## config.mk

```make
export PLATFORM = sky130hd
export DESIGN_NAME = fpa_unit
export DESIGN_NICKNAME = d
export VERILOG_FILES = /design/src/hdl/fpa_pkg.sv /design/src/hdl/fpa_shifter.sv /design/src/hdl/fpa_unit.sv
export SDC_FILE = /design/constraint.sdc
export NUM_CORES = 2
export LEC_CHECK = 0
export BUFFER_PORTS_ARGS = -buffer_cell sky130_fd_sc_hd__buf_2
export CAP_MARGIN = 20
export CORE_MARGIN = 4
export CORE_UTILIZATION = 35
export CTS_BUF_LIST = sky130_fd_sc_hd__clkbuf_16
export CTS_CLUSTER_DIAMETER = 150
export DETAILED_ROUTE_END_ITERATION = 8
export PLACE_DENSITY_LB_ADDON = 0.08
export SYNTH_ARGS = -nofsm -noshare
export SYNTH_HDL_FRONTEND = slang
export SYNTH_HIERARCHICAL = 1
export SYNTH_SLANG_ARGS = --single-unit
```

## constraint.sdc

```tcl
create_clock -name sys_clk -period 13.6 [get_ports sys_clk]
set_input_delay 0.68 -clock sys_clk [delete_from_list [all_inputs] [get_ports sys_clk]]
set_output_delay 0.68 -clock sys_clk [all_outputs]
set_load 0.02 [all_outputs]
```

## src/hdl/fpa_pkg.sv

```systemverilog
package fpa_pkg;
	// -------------------------------------------------------------
	// widths and field layout
	// -------------------------------------------------------------
	localparam int FPA_W       = 40;
	localparam int FPA_NREG    = 8;
	localparam int FPA_LO_LSB  = 0;
	localparam int FPA_HI_LSB  = 16;
	localparam int FPA_EX_LSB  = 32;
	localparam logic [39:0] FPA_REG_RST = 40'h00_0000_0000;
	localparam int FPA_PIPE    = 3;

	// -------------------------------------------------------------
	// operation encodings
	// -------------------------------------------------------------
	typedef enum logic [3:0] {
		FPA_OP_NOP, FPA_OP_MAC, FPA_OP_ADD, FPA_OP_SUB, FPA_OP_AND,
		FPA_OP_OR, FPA_OP_XOR, FPA_OP_NOT, FPA_OP_NEG, FPA_OP_PASS,
		FPA_OP_SHL, FPA_OP_SHRA, FPA_OP_SHRL, FPA_OP_LOAD
	} fpa_op_t;

	typedef enum logic [1:0] {FPA_PSH_NONE, FPA_PSH_1, FPA_PSH_16} fpa_psh_t;

	// field mask: bit0 low, bit1 high, bit2 extension
	typedef struct packed {
		fpa_op_t     op;
		logic [2:0]  src_a;
		logic [2:0]  src_b;
		logic [2:0]  dst;
		logic [2:0]  fmask;
		logic        mac_sub;
		fpa_psh_t    psh;
		logic [5:0]  shamt;
		logic [39:0] load_data;
	} fpa_cmd_t;

	typedef struct packed {
		logic        valid;
		logic [2:0]  dst;
		logic [2:0]  fmask;
		logic [39:0] value;
	} fpa_wb_t;
endpackage

```

## src/hdl/fpa_shifter.sv

```systemverilog
`timescale 1ns/1ps
module fpa_shifter
(
	// operand and control
	input  wire logic [39:0] din,
	input  wire logic [5:0]  shamt,
	input  wire logic        dir_right,
	input  wire logic        arith,
	// result
	output logic      [39:0] dout
);
	import fpa_pkg::*;

	// counts of 40 and above saturate to all fill
	always_comb
	begin
		if (!dir_right)
			dout = (shamt >= 6'h28) ? 40'h00_0000_0000 : (din << shamt);
		else if (arith)
			dout = (shamt >= 6'h28) ? {40{din[39]}} : 40'($signed(din) >>> shamt);
		else
			dout = (shamt >= 6'h28) ? 40'h00_0000_0000 : (din >> shamt);
	end
endmodule

```

## src/hdl/fpa_unit.sv

```systemverilog
`timescale 1ns/1ps
module fpa_unit
(
	// clock and reset
	input  wire logic              sys_clk,
	input  wire logic              rstn,
	// issued operation
	input  wire logic              cmd_valid,
	input  wire fpa_pkg::fpa_cmd_t cmd,
	// store read port
	input  wire logic [2:0]        rd_sel,
	output logic      [39:0]       rd_data,
	// completion
	output logic                   wb_valid,
	output logic      [39:0]       wb_value
);
	import fpa_pkg::*;

	// -------------------------------------------------------------
	// helpers
	// -------------------------------------------------------------
	function automatic logic [39:0] fmask_bits(input logic [2:0] m);
		fmask_bits = {{8{m[2]}}, {16{m[1]}}, {16{m[0]}}};
	endfunction

	// -------------------------------------------------------------
	// state
	// -------------------------------------------------------------
	logic [39:0] gr_ff [FPA_NREG];
	logic [39:0] nxt_gr [FPA_NREG];
	fpa_cmd_t    s1_ff, nxt_s1;
	logic        s1v_ff, nxt_s1v;
	logic [39:0] a_ff, b_ff, nxt_a, nxt_b;
	fpa_wb_t     s2_ff, nxt_s2;
	logic [39:0] rd_ff, nxt_rd;
	logic [39:0] res;
	logic [39:0] sh_out;
	logic [39:0] acc;
	logic [31:0] prod;

	// stage 2 shifter operates on operand a
	fpa_shifter u_sh
	(
		.din       (a_ff),
		.shamt     (s1_ff.shamt),
		.dir_right (s1_ff.op != FPA_OP_SHL),
		.arith     (s1_ff.op == FPA_OP_SHRA),
		.dout      (sh_out)
	);

	// -------------------------------------------------------------
	// stage 1: decode and operand read, no bypass of results
	// -------------------------------------------------------------
	always_comb
	begin
		nxt_s1v = cmd_valid;
		nxt_s1  = cmd;
		nxt_a   = gr_ff[cmd.src_a];
		nxt_b   = gr_ff[cmd.src_b];
		nxt_rd  = gr_ff[rd_sel];
	end

	// -------------------------------------------------------------
	// stage 2: execute
	// -------------------------------------------------------------
	always_comb
	begin
		// keep the full 32-bit product; widening it later keeps the sign intact
		prod = 32'($signed(b_ff[15:0]) * $signed(b_ff[31:16]));
		case (s1_ff.psh)
			FPA_PSH_1:  acc = 40'($signed(a_ff) >>> 1);
			FPA_PSH_16: acc = 40'($signed(a_ff) >>> 16);
			default:    acc = a_ff;
		endcase
		case (s1_ff.op)
			FPA_OP_MAC:  res = s1_ff.mac_sub ? acc - {{8{prod[31]}}, prod}
			                                 : acc + {{8{prod[31]}}, prod};
			FPA_OP_ADD:  res = a_ff + b_ff;
			FPA_OP_SUB:  res = a_ff - b_ff;
			FPA_OP_AND:  res = a_ff & b_ff;
			FPA_OP_OR:   res = a_ff | b_ff;
			FPA_OP_XOR:  res = a_ff ^ b_ff;
			FPA_OP_NOT:  res = ~a_ff;
			FPA_OP_NEG:  res = 40'h00_0000_0000 - a_ff;
			FPA_OP_PASS: res = a_ff;
			FPA_OP_SHL, FPA_OP_SHRA, FPA_OP_SHRL: res = sh_out;
			FPA_OP_LOAD: res = s1_ff.load_data;
			default:     res = 40'h00_0000_0000;
		endcase
		nxt_s2.valid = s1v_ff && (s1_ff.op != FPA_OP_NOP);
		nxt_s2.dst   = s1_ff.dst;
		nxt_s2.fmask = s1_ff.fmask;
		nxt_s2.value = res;
	end

	// -------------------------------------------------------------
	// stage 3: write back under field mask
	// -------------------------------------------------------------
	// a source read in the cycle of the write still sees the old value
	always_comb
	begin
		for (int i = 0; i < FPA_NREG; i++)
		begin
			nxt_gr[i] = gr_ff[i];
			if (s2_ff.valid && s2_ff.dst == 3'(i))
				nxt_gr[i] = (gr_ff[i] & ~fmask_bits(s2_ff.fmask))
				          | (s2_ff.value & fmask_bits(s2_ff.fmask));
		end
	end

	// no forwarding: a result reaches sources three cycles after issue
	always_ff @(posedge sys_clk or negedge rstn)
	begin
		if (!rstn)
		begin
			for (int i = 0; i < FPA_NREG; i++)
				gr_ff[i] <= FPA_REG_RST;
			s1_ff  <= '0;
			s1v_ff <= 1'b0;
			a_ff   <= '0;
			b_ff   <= '0;
			s2_ff  <= '0;
			rd_ff  <= '0;
		end
		else
		begin
			for (int i = 0; i < FPA_NREG; i++)
				gr_ff[i] <= nxt_gr[i];
			s1_ff  <= nxt_s1;
			s1v_ff <= nxt_s1v;
			a_ff   <= nxt_a;
			b_ff   <= nxt_b;
			s2_ff  <= nxt_s2;
			rd_ff  <= nxt_rd;
		end
	end

	assign rd_data  = rd_ff;
	assign wb_valid = s2_ff.valid;
	assign wb_value = s2_ff.value;

	// -------------------------------------------------------------
	// checks
	// -------------------------------------------------------------
	a_wb_latency: assert property (@(posedge sys_clk) disable iff (!rstn)
		cmd_valid && cmd.op == FPA_OP_ADD |-> ##2 wb_valid)
		else $error("add did not complete in two cycles");
	a_field_keep: assert property (@(posedge sys_clk) disable iff (!rstn)
		s2_ff.valid && !s2_ff.fmask[2] |=> gr_ff[$past(s2_ff.dst)][39:32] ==
		$past(gr_ff[s2_ff.dst][39:32]))
		else $error("extension field changed on partial write");
	a_shrl_fill: assert property (@(posedge sys_clk) disable iff (!rstn)
		s1v_ff && s1_ff.op == FPA_OP_SHRL && s1_ff.shamt != 6'h00 |=> !s2_ff.value[39])
		else $error("logical right shift kept sign");
	a_shra_fill: assert property (@(posedge sys_clk) disable iff (!rstn)
		s1v_ff && s1_ff.op == FPA_OP_SHRA |=> s2_ff.value[39] == $past(a_ff[39]))
		else $error("arithmetic right shift lost sign");
	a_psh_16: assert property (@(posedge sys_clk) disable iff (!rstn)
		s1v_ff && s1_ff.op == FPA_OP_MAC && s1_ff.psh == FPA_PSH_16 && b_ff[15:0] == 16'h0000
		|=> s2_ff.value == 40'($signed($past(a_ff)) >>> 16))
		else $error("pre-shift by 16 wrong");
	a_mac_sub: assert property (@(posedge sys_clk) disable iff (!rstn)
		s1v_ff && s1_ff.op == FPA_OP_MAC && s1_ff.psh == FPA_PSH_NONE && s1_ff.mac_sub
		&& b_ff[31:16] == 16'h0001 |=> s2_ff.value ==
		$past(a_ff) - {{24{$past(b_ff[15])}}, $past(b_ff[15:0])})
		else $error("mac subtract wrong");
	a_add_res: assert property (@(posedge sys_clk) disable iff (!rstn)
		s1v_ff && s1_ff.op == FPA_OP_ADD |=> s2_ff.value == 40'($past(a_ff) + $past(b_ff)))
		else $error("add result wrong");
	a_shl_res: assert property (@(posedge sys_clk) disable iff (!rstn)
		s1v_ff && s1_ff.op == FPA_OP_SHL && s1_ff.shamt == 6'h01
		|=> s2_ff.value == {$past(a_ff[38:0]), 1'b0})
		else $error("left shift wrong");
	a_load_wr: assert property (@(posedge sys_clk) disable iff (!rstn)
		s2_ff.valid && s2_ff.fmask == 3'h7 |=> gr_ff[$past(s2_ff.dst)] == $past(s2_ff.value))
		else $error("full write not stored");
	a_mac_add: assert property (@(posedge sys_clk) disable iff (!rstn)
		s1v_ff && s1_ff.op == FPA_OP_MAC && s1_ff.psh == FPA_PSH_NONE && !s1_ff.mac_sub
		&& b_ff[31:16] == 16'h0001 |=> s2_ff.value ==
		40'($past(a_ff) + {{24{$past(b_ff[15])}}, $past(b_ff[15:0])}))
		else $error("mac add wrong");
	a_psh_1: assert property (@(posedge sys_clk) disable iff (!rstn)
		s1v_ff && s1_ff.op == FPA_OP_MAC && s1_ff.psh == FPA_PSH_1 && b_ff[15:0] == 16'h0000
		|=> s2_ff.value == 40'($signed($past(a_ff)) >>> 1))
		else $error("pre-shift by 1 wrong");
	a_sub_res: assert property (@(posedge sys_clk) disable iff (!rstn)
		s1v_ff && s1_ff.op == FPA_OP_SUB |=> s2_ff.value == 40'($past(a_ff) - $past(b_ff)))
		else $error("subtract result wrong");
	a_and_res: assert property (@(posedge sys_clk) disable iff (!rstn)
		s1v_ff && s1_ff.op == FPA_OP_AND |=> s2_ff.value == ($past(a_ff) & $past(b_ff)))
		else $error("and result wrong");
	a_or_res: assert property (@(posedge sys_clk) disable iff (!rstn)
		s1v_ff && s1_ff.op == FPA_OP_OR |=> s2_ff.value == ($past(a_ff) | $past(b_ff)))
		else $error("or result wrong");
	a_xor_res: assert property (@(posedge sys_clk) disable iff (!rstn)
		s1v_ff && s1_ff.op == FPA_OP_XOR |=> s2_ff.value == ($past(a_ff) ^ $past(b_ff)))
		else $error("xor result wrong");
	a_neg_res: assert property (@(posedge sys_clk) disable iff (!rstn)
		s1v_ff && s1_ff.op == FPA_OP_NEG |=> s2_ff.value == 40'(40'h00_0000_0000 - $past(a_ff)))
		else $error("negate result wrong");
	a_nop_quiet: assert property (@(posedge sys_clk) disable iff (!rstn)
		s1v_ff && s1_ff.op == FPA_OP_NOP |=> !wb_valid)
		else $error("no-op produced a completion");

	// -------------------------------------------------------------
	// field protection
	// -------------------------------------------------------------
	a_low_keep: assert property (@(posedge sys_clk) disable iff (!rstn)
		s2_ff.valid && !s2_ff.fmask[0] |=> gr_ff[$past(s2_ff.dst)][15:0] ==
		$past(gr_ff[s2_ff.dst][15:0]))
		else $error("low field changed on partial write");
	a_high_keep: assert property (@(posedge sys_clk) disable iff (!rstn)
		s2_ff.valid && !s2_ff.fmask[1] |=> gr_ff[$past(s2_ff.dst)][31:16] ==
		$past(gr_ff[s2_ff.dst][31:16]))
		else $error("high field changed on partial write");
	// scenarios worth seeing at least once
	c_mac: cover property (@(posedge sys_clk) s1v_ff && s1_ff.op == FPA_OP_MAC);
	c_shra: cover property (@(posedge sys_clk) s1v_ff && s1_ff.op == FPA_OP_SHRA);
	c_part: cover property (@(posedge sys_clk) s2_ff.valid && s2_ff.fmask == 3'h2);
	c_b2b: cover property (@(posedge sys_clk) cmd_valid ##1 cmd_valid ##1 cmd_valid);
	c_psh16: cover property (@(posedge sys_clk) s1v_ff && s1_ff.psh == FPA_PSH_16);
endmodule

```

## After elaboration in Yosys (flattened, before gate mapping)

Index checks and enable logic that the tools add are counted.

- Flip-flop bits (word level): 547
- Output and inout bits: 81
- Logic and storage cells: 113
- Input port bits: 71

- Equality and inequality tests: 23
- Shift-type cells: 3
- $mul: 1
- Mux-type cells: 17
- Order comparisons: 4
- Reduce and logical (&&, ||, !) cells: 12
- $add $sub $neg: 5
- Bitwise operators: 25

Operators with widths:

| cell | number |
|---|---|
| two-way mux 40 bit | 12 |
| case mux 40 bit (11 select lines) | 1 |
| AND 40 bit | 10 |
| binary-select mux 40 bit (select 3 bit) | 3 |
| OR 40 bit | 9 |
| adder 40 bit | 2 |
| inverter 40 bit | 2 |
| subtractor 40 bit | 2 |
| case mux 39 bit (2 select lines) | 1 |
| left shift 40 x 6 -> 40 bit | 1 |
| right shift 40 x 6 -> 40 bit | 1 |
| >>> shifter 40 x 6 -> 40 bit | 1 |
| subtractor 1 x 40 -> 40 bit (first input constant) | 1 |
| bitwise XOR 40 bit | 1 |
| multiplier 16 x 16 -> 32 bit | 1 |
| equality test 4 bit (second input constant) | 6 |
| equality test 4 x 3 -> 1 bit (second input constant) | 4 |
| equality test 3 bit (second input constant) | 4 |
| >= comparator 4 bit (second input constant) | 3 |
| inverter 3 -> 4 bit | 3 |
| logical AND 1 bit | 9 |
| equality test 4 x 2 -> 1 bit (second input constant) | 2 |
| equality test 3 x 2 -> 1 bit (second input constant) | 2 |
| >= comparator 6 bit (second input constant) | 1 |
| other kinds (8) | 8 |

## Longest topological paths before layout

- Depth in word-level cells: 5
- Gate-level depth with buffers: 39

## Modules after synthesis

Netlist, hierarchy kept.

By module, submodules not included:

| module | times used | cells each | area an instance (um2) |
|---|---|---|---|
| fpa_unit | 1 | 4090 | 45184.6 |
| fpa_shifter | 1 | 825 | 6372.4 |

## Worst setup path after synthesis

OpenSTA, ideal clock, no wires.

- Path kind: reg2reg
- From: reg b_ff[13]
- To: reg s2_ff (netlist bit wb_value[39])
- Data required time: 13.462 ns
- Library setup time: 0.138 ns
- Cell stages (with the launch flop): 40
- Setup slack: 4.206 ns
- Path buffers: 3
- Period minus slack after synthesis: 9.394 ns
- Data arrival time: 9.256 ns
- Path through: dfrtp_1 clkbuf_1 inv_1 clkbuf_1 nor2_1 fa_1 inv_1 fa_1 fa_1 inv_1 fa_1 fa_1 inv_1 fa_1 inv_1 ha_1 clkbuf_1 a21oi_1 [... 4 more ...] or3_1 nand3_1 or4b_1 nor3_1 nor2_1 xnor2_1 ha_1 and4_1 nor3b_1 a211oi_1 o221ai_1 nor4_1 o31ai_1 o31ai_1 xnor2_1 nor4_1 a311oi_2 o211ai_1

RTL lines:

| item | RTL line | RTL |
|---|---|---|
| from (decl) | fpa_unit.sv:33 | `logic [39:0] a_ff, b_ff, nxt_a, nxt_b;` |
| from (signal assigned) | fpa_unit.sv:132 | `b_ff <= nxt_b;` |
| to (signal assigned) | fpa_unit.sv:133 | `s2_ff <= nxt_s2;` |
| to (decl) | fpa_unit.sv:34 | `fpa_wb_t s2_ff, nxt_s2;` |

==> metrics.md <==
| Metric | Value |
|---|---|
| Status | complete, no violations |
| Clock tree buffer depth | 3 |
| Register area share after synthesis | 26.5% |
| CTS tree | done |
| Drt drc | 0 |
| Final hold violation count | 0 |
| Antenna viol nets, final | 0 |
| Clock Pin Slew Worst Setup and Hold Paths | 0.07 ns |
| Cell taking the most area after synthesis | dfrtp_1 |
| Starting Density | 35.3% |
| FF/Latch Area | 0.0137 sq mm |
| # IOs | 152 |
| Synth cell count leaders | 547 x dfrtp_1, 475 x mux2_2, 385 x inv_1 |
| Later-pin clock latency in the skew report | 0.69 ns |
| Core area | 0.146 sq mm |
| Drt first pass iters | 6 |
| R2R Setup Slk | 1.77 ns |
| Rel. slew slack | 15.0% |
| Initial antenna violation count | 15 |
| CTS H-Tree Depth | 3 |
| Type of origin of the critical path | flop |
| Ratio of cells with drive above 1 in the final layout | 25.4% |
| Area occupied by multi-input gates | 0.0348 sq mm |
| DIE AREA | 0.154 sq mm |
| YS warnings | 6 |
| CP max stage cell | dfrtp_1 |
| Post-synth top area share | 26.5% |
| Post-route cell area | 0.0565 sq mm |
| Cts bufs inserted | 72 |
| Distinct cells, synth | 102 |
| EDFF count, synth | 0 |
| # rows | 140 |
| Final nets | 5,469 |
| Critical path's largest stage delay | 0.87 ns |
| Max cap viols | 0 |
| Synth async-reset ratio | 100% |
| FMAX | 84.5 MHz |
| Placed Area | 0.0541 sq mm |
| Post-synthesis cell count | 4,915 |
| Sink Count | 547 |
| Global route overflow | 0 |
| Most area-consuming cells after synthesis | dfrtp_1 27%, mux4_2 14%, mux2_2 10% |
| Via density per instance | 6.14 |
| Final worst path period share | 87.0% |
| Type of the worst setup path | reg2reg |
| DR WL/cell | 32.5 um |
| Final HPWL DP | 161,000 um |
| CP required | 14.16 ns |
| Syn_nets | 5,497 |
| Setup TNS | 0 ns |
| Area Overhead vs Synth | 9.52% |
| Most frequent cell after synthesis | dfrtp_1 |
| Top FF cell, synth | dfrtp_1 |
| DRC marker count from the first detailed-route iteration | 4,663 |
| Synth Cell Area | 0.0516 sq mm |
| CTS Root Cell | clkbuf_16 |
| CTS resizes | 0 |
| Max FO, Critical Path | 15 |
| CP Data Arrival Time | 12.39 ns |
| Hold_sp | cmd[13] |
| Crit-path most repeated cell | fa_1 |
| Chip height | 392 um |
| Util after Layout | 38.7% |
| Skew final | 0.0485 ns |
| First-pass GRT wire length | 319,000 um |
| Drt total wl | 223,000 um |
| Path category of the worst min-delay check | in2reg |
| Largest net degree at the start of global routing | 138 |
| Via Count | 42,200 |
| Total track usage | 28.8% |
| Syn_area_per_cell | 10.5 sq um |
| Crit. End Element | flop |
| Unrepaired setup endpoints after global routing | false |
| Vias in the first global route | 42,300 |
| Final setup viols | 0 |
| Reg2reg start | b_ff[27]$_DFF_PN0_ |
| Routability cong. | 0.965 |
| Yosys reg bits | 547 |
| Die width | 392 um |
| Fin crit period | 11.83 ns |
| Worst-Margin Slew | 1.27 ns |
| Final Max Slew Viols | 0 |
| Fillers | 14,600 |
| Buffers on Ports | 151 |
| Critical path origin | b_ff[27]$_DFF_PN0_ |
==> cells by family after synthesis <==
| family | Yosys count | share of synthesized area (%) |
|---|---|---|
| compound gates | 922 | 12.1 |
| mux | 871 | 25.9 |
| simple gates | 1093 | 9.82 |
| flops | 547 | 26.5 |
| buf+inv | 779 | 6.15 |
| fa+ha+maj | 511 | 16.2 |
| xor+xnor | 192 | 3.28 |
==> worst paths after layout <==
check | to | depth (start not counted)
hold / removal | s1_ff[13]$_DFF_PN0_ | 1
setup / recovery | wb_value[39]$_DFF_PN0_ | 35
max in group asynchronous | s1_ff[40]$_DFF_PN0_ | 4
hold reg to reg | s2_ff[41]$_DFF_PN0_ | 0
setup reg to reg | wb_value[39]$_DFF_PN0_ | 35
min in group asynchronous | async pin | 2
==> cell type report <==
cell class | instances | share of cell area (%)
clock buffer | 73 | 3.24
clock inverter | 58 | 0.787
antenna | 6 | 0.0266
multi-input combinational | 3589 | 61.7
sequential | 547 | 24.3
inverter | 403 | 2.68
timing repair buffer | 274 | 3.10
tap | 1917 | 4.25
==> critical path: cells and delay by family (launching register included) <==
family	cells	cell delay (ns)
and+or+nand+nor	12	3.82
adders and majority gates	8	3.52
AOI/OAI and AO/OA	7	1.78
buffers and inverters	5	1.07
DFF	1	0.87
xor gates and xnor gates	3	0.61
==> metrics by stage <==
step                      std cells  hold slack [ns]  setup WS (ns)
after CTS                      6860           0.0323           1.93
after global routing           6861           0.0702           1.32
after floorplan                4915            0.331           4.21
after detailed placement       6728            0.337           1.92
final                          6867            0.103           1.77
after global placement         6728            0.337           2.08
==> repair_timing <==
action | CTS | global route
hold buffers | 1 | 0
setup endpoints to repair | 0 | 0
setup buffers | 0 | 0
endpoints found under the hold margin | 19 | 0
==> metal layers <==
layer / up-vias / track usage [%] / part of all wire, %
met4: 6 / 12.5 / 5.0
met3: 390 / 4.91 / 7.8
met5: - / 0 / 0.018
met1: 22000 / 40.5 / 43
met2: 2020 / 43.6 / 44
li1: 17800 / - / -
==> layout by cell type (no fill, tap or decap), types with 23 or more instances in the layout <==
cell type	instances
mux2i_1	75
and3_1	23
nand2_1	342
buf_2	144
a31oi_1	37
o31ai_1	32
a21o_1	60
a21oi_1	239
clkbuf_16	73
ha_1	246
buf_4	123
mux2_2	475
a221oi_1	70
nor4_1	25
fa_1	264
xnor2_1	141
inv_1	404
nor3_1	64
o21ai_0	136
nor2_1	353
nand2b_1	40
nand3_1	72
o211ai_1	44
mux4_2	321
a211oi_1	34
a22oi_1	37
clkinv_1	24
xor2_1	50
dfrtp_1	543
Power is left out: the tool's default activity adds up to more than one toggle a clock period on the data nets, which glitch-free logic cannot reach.
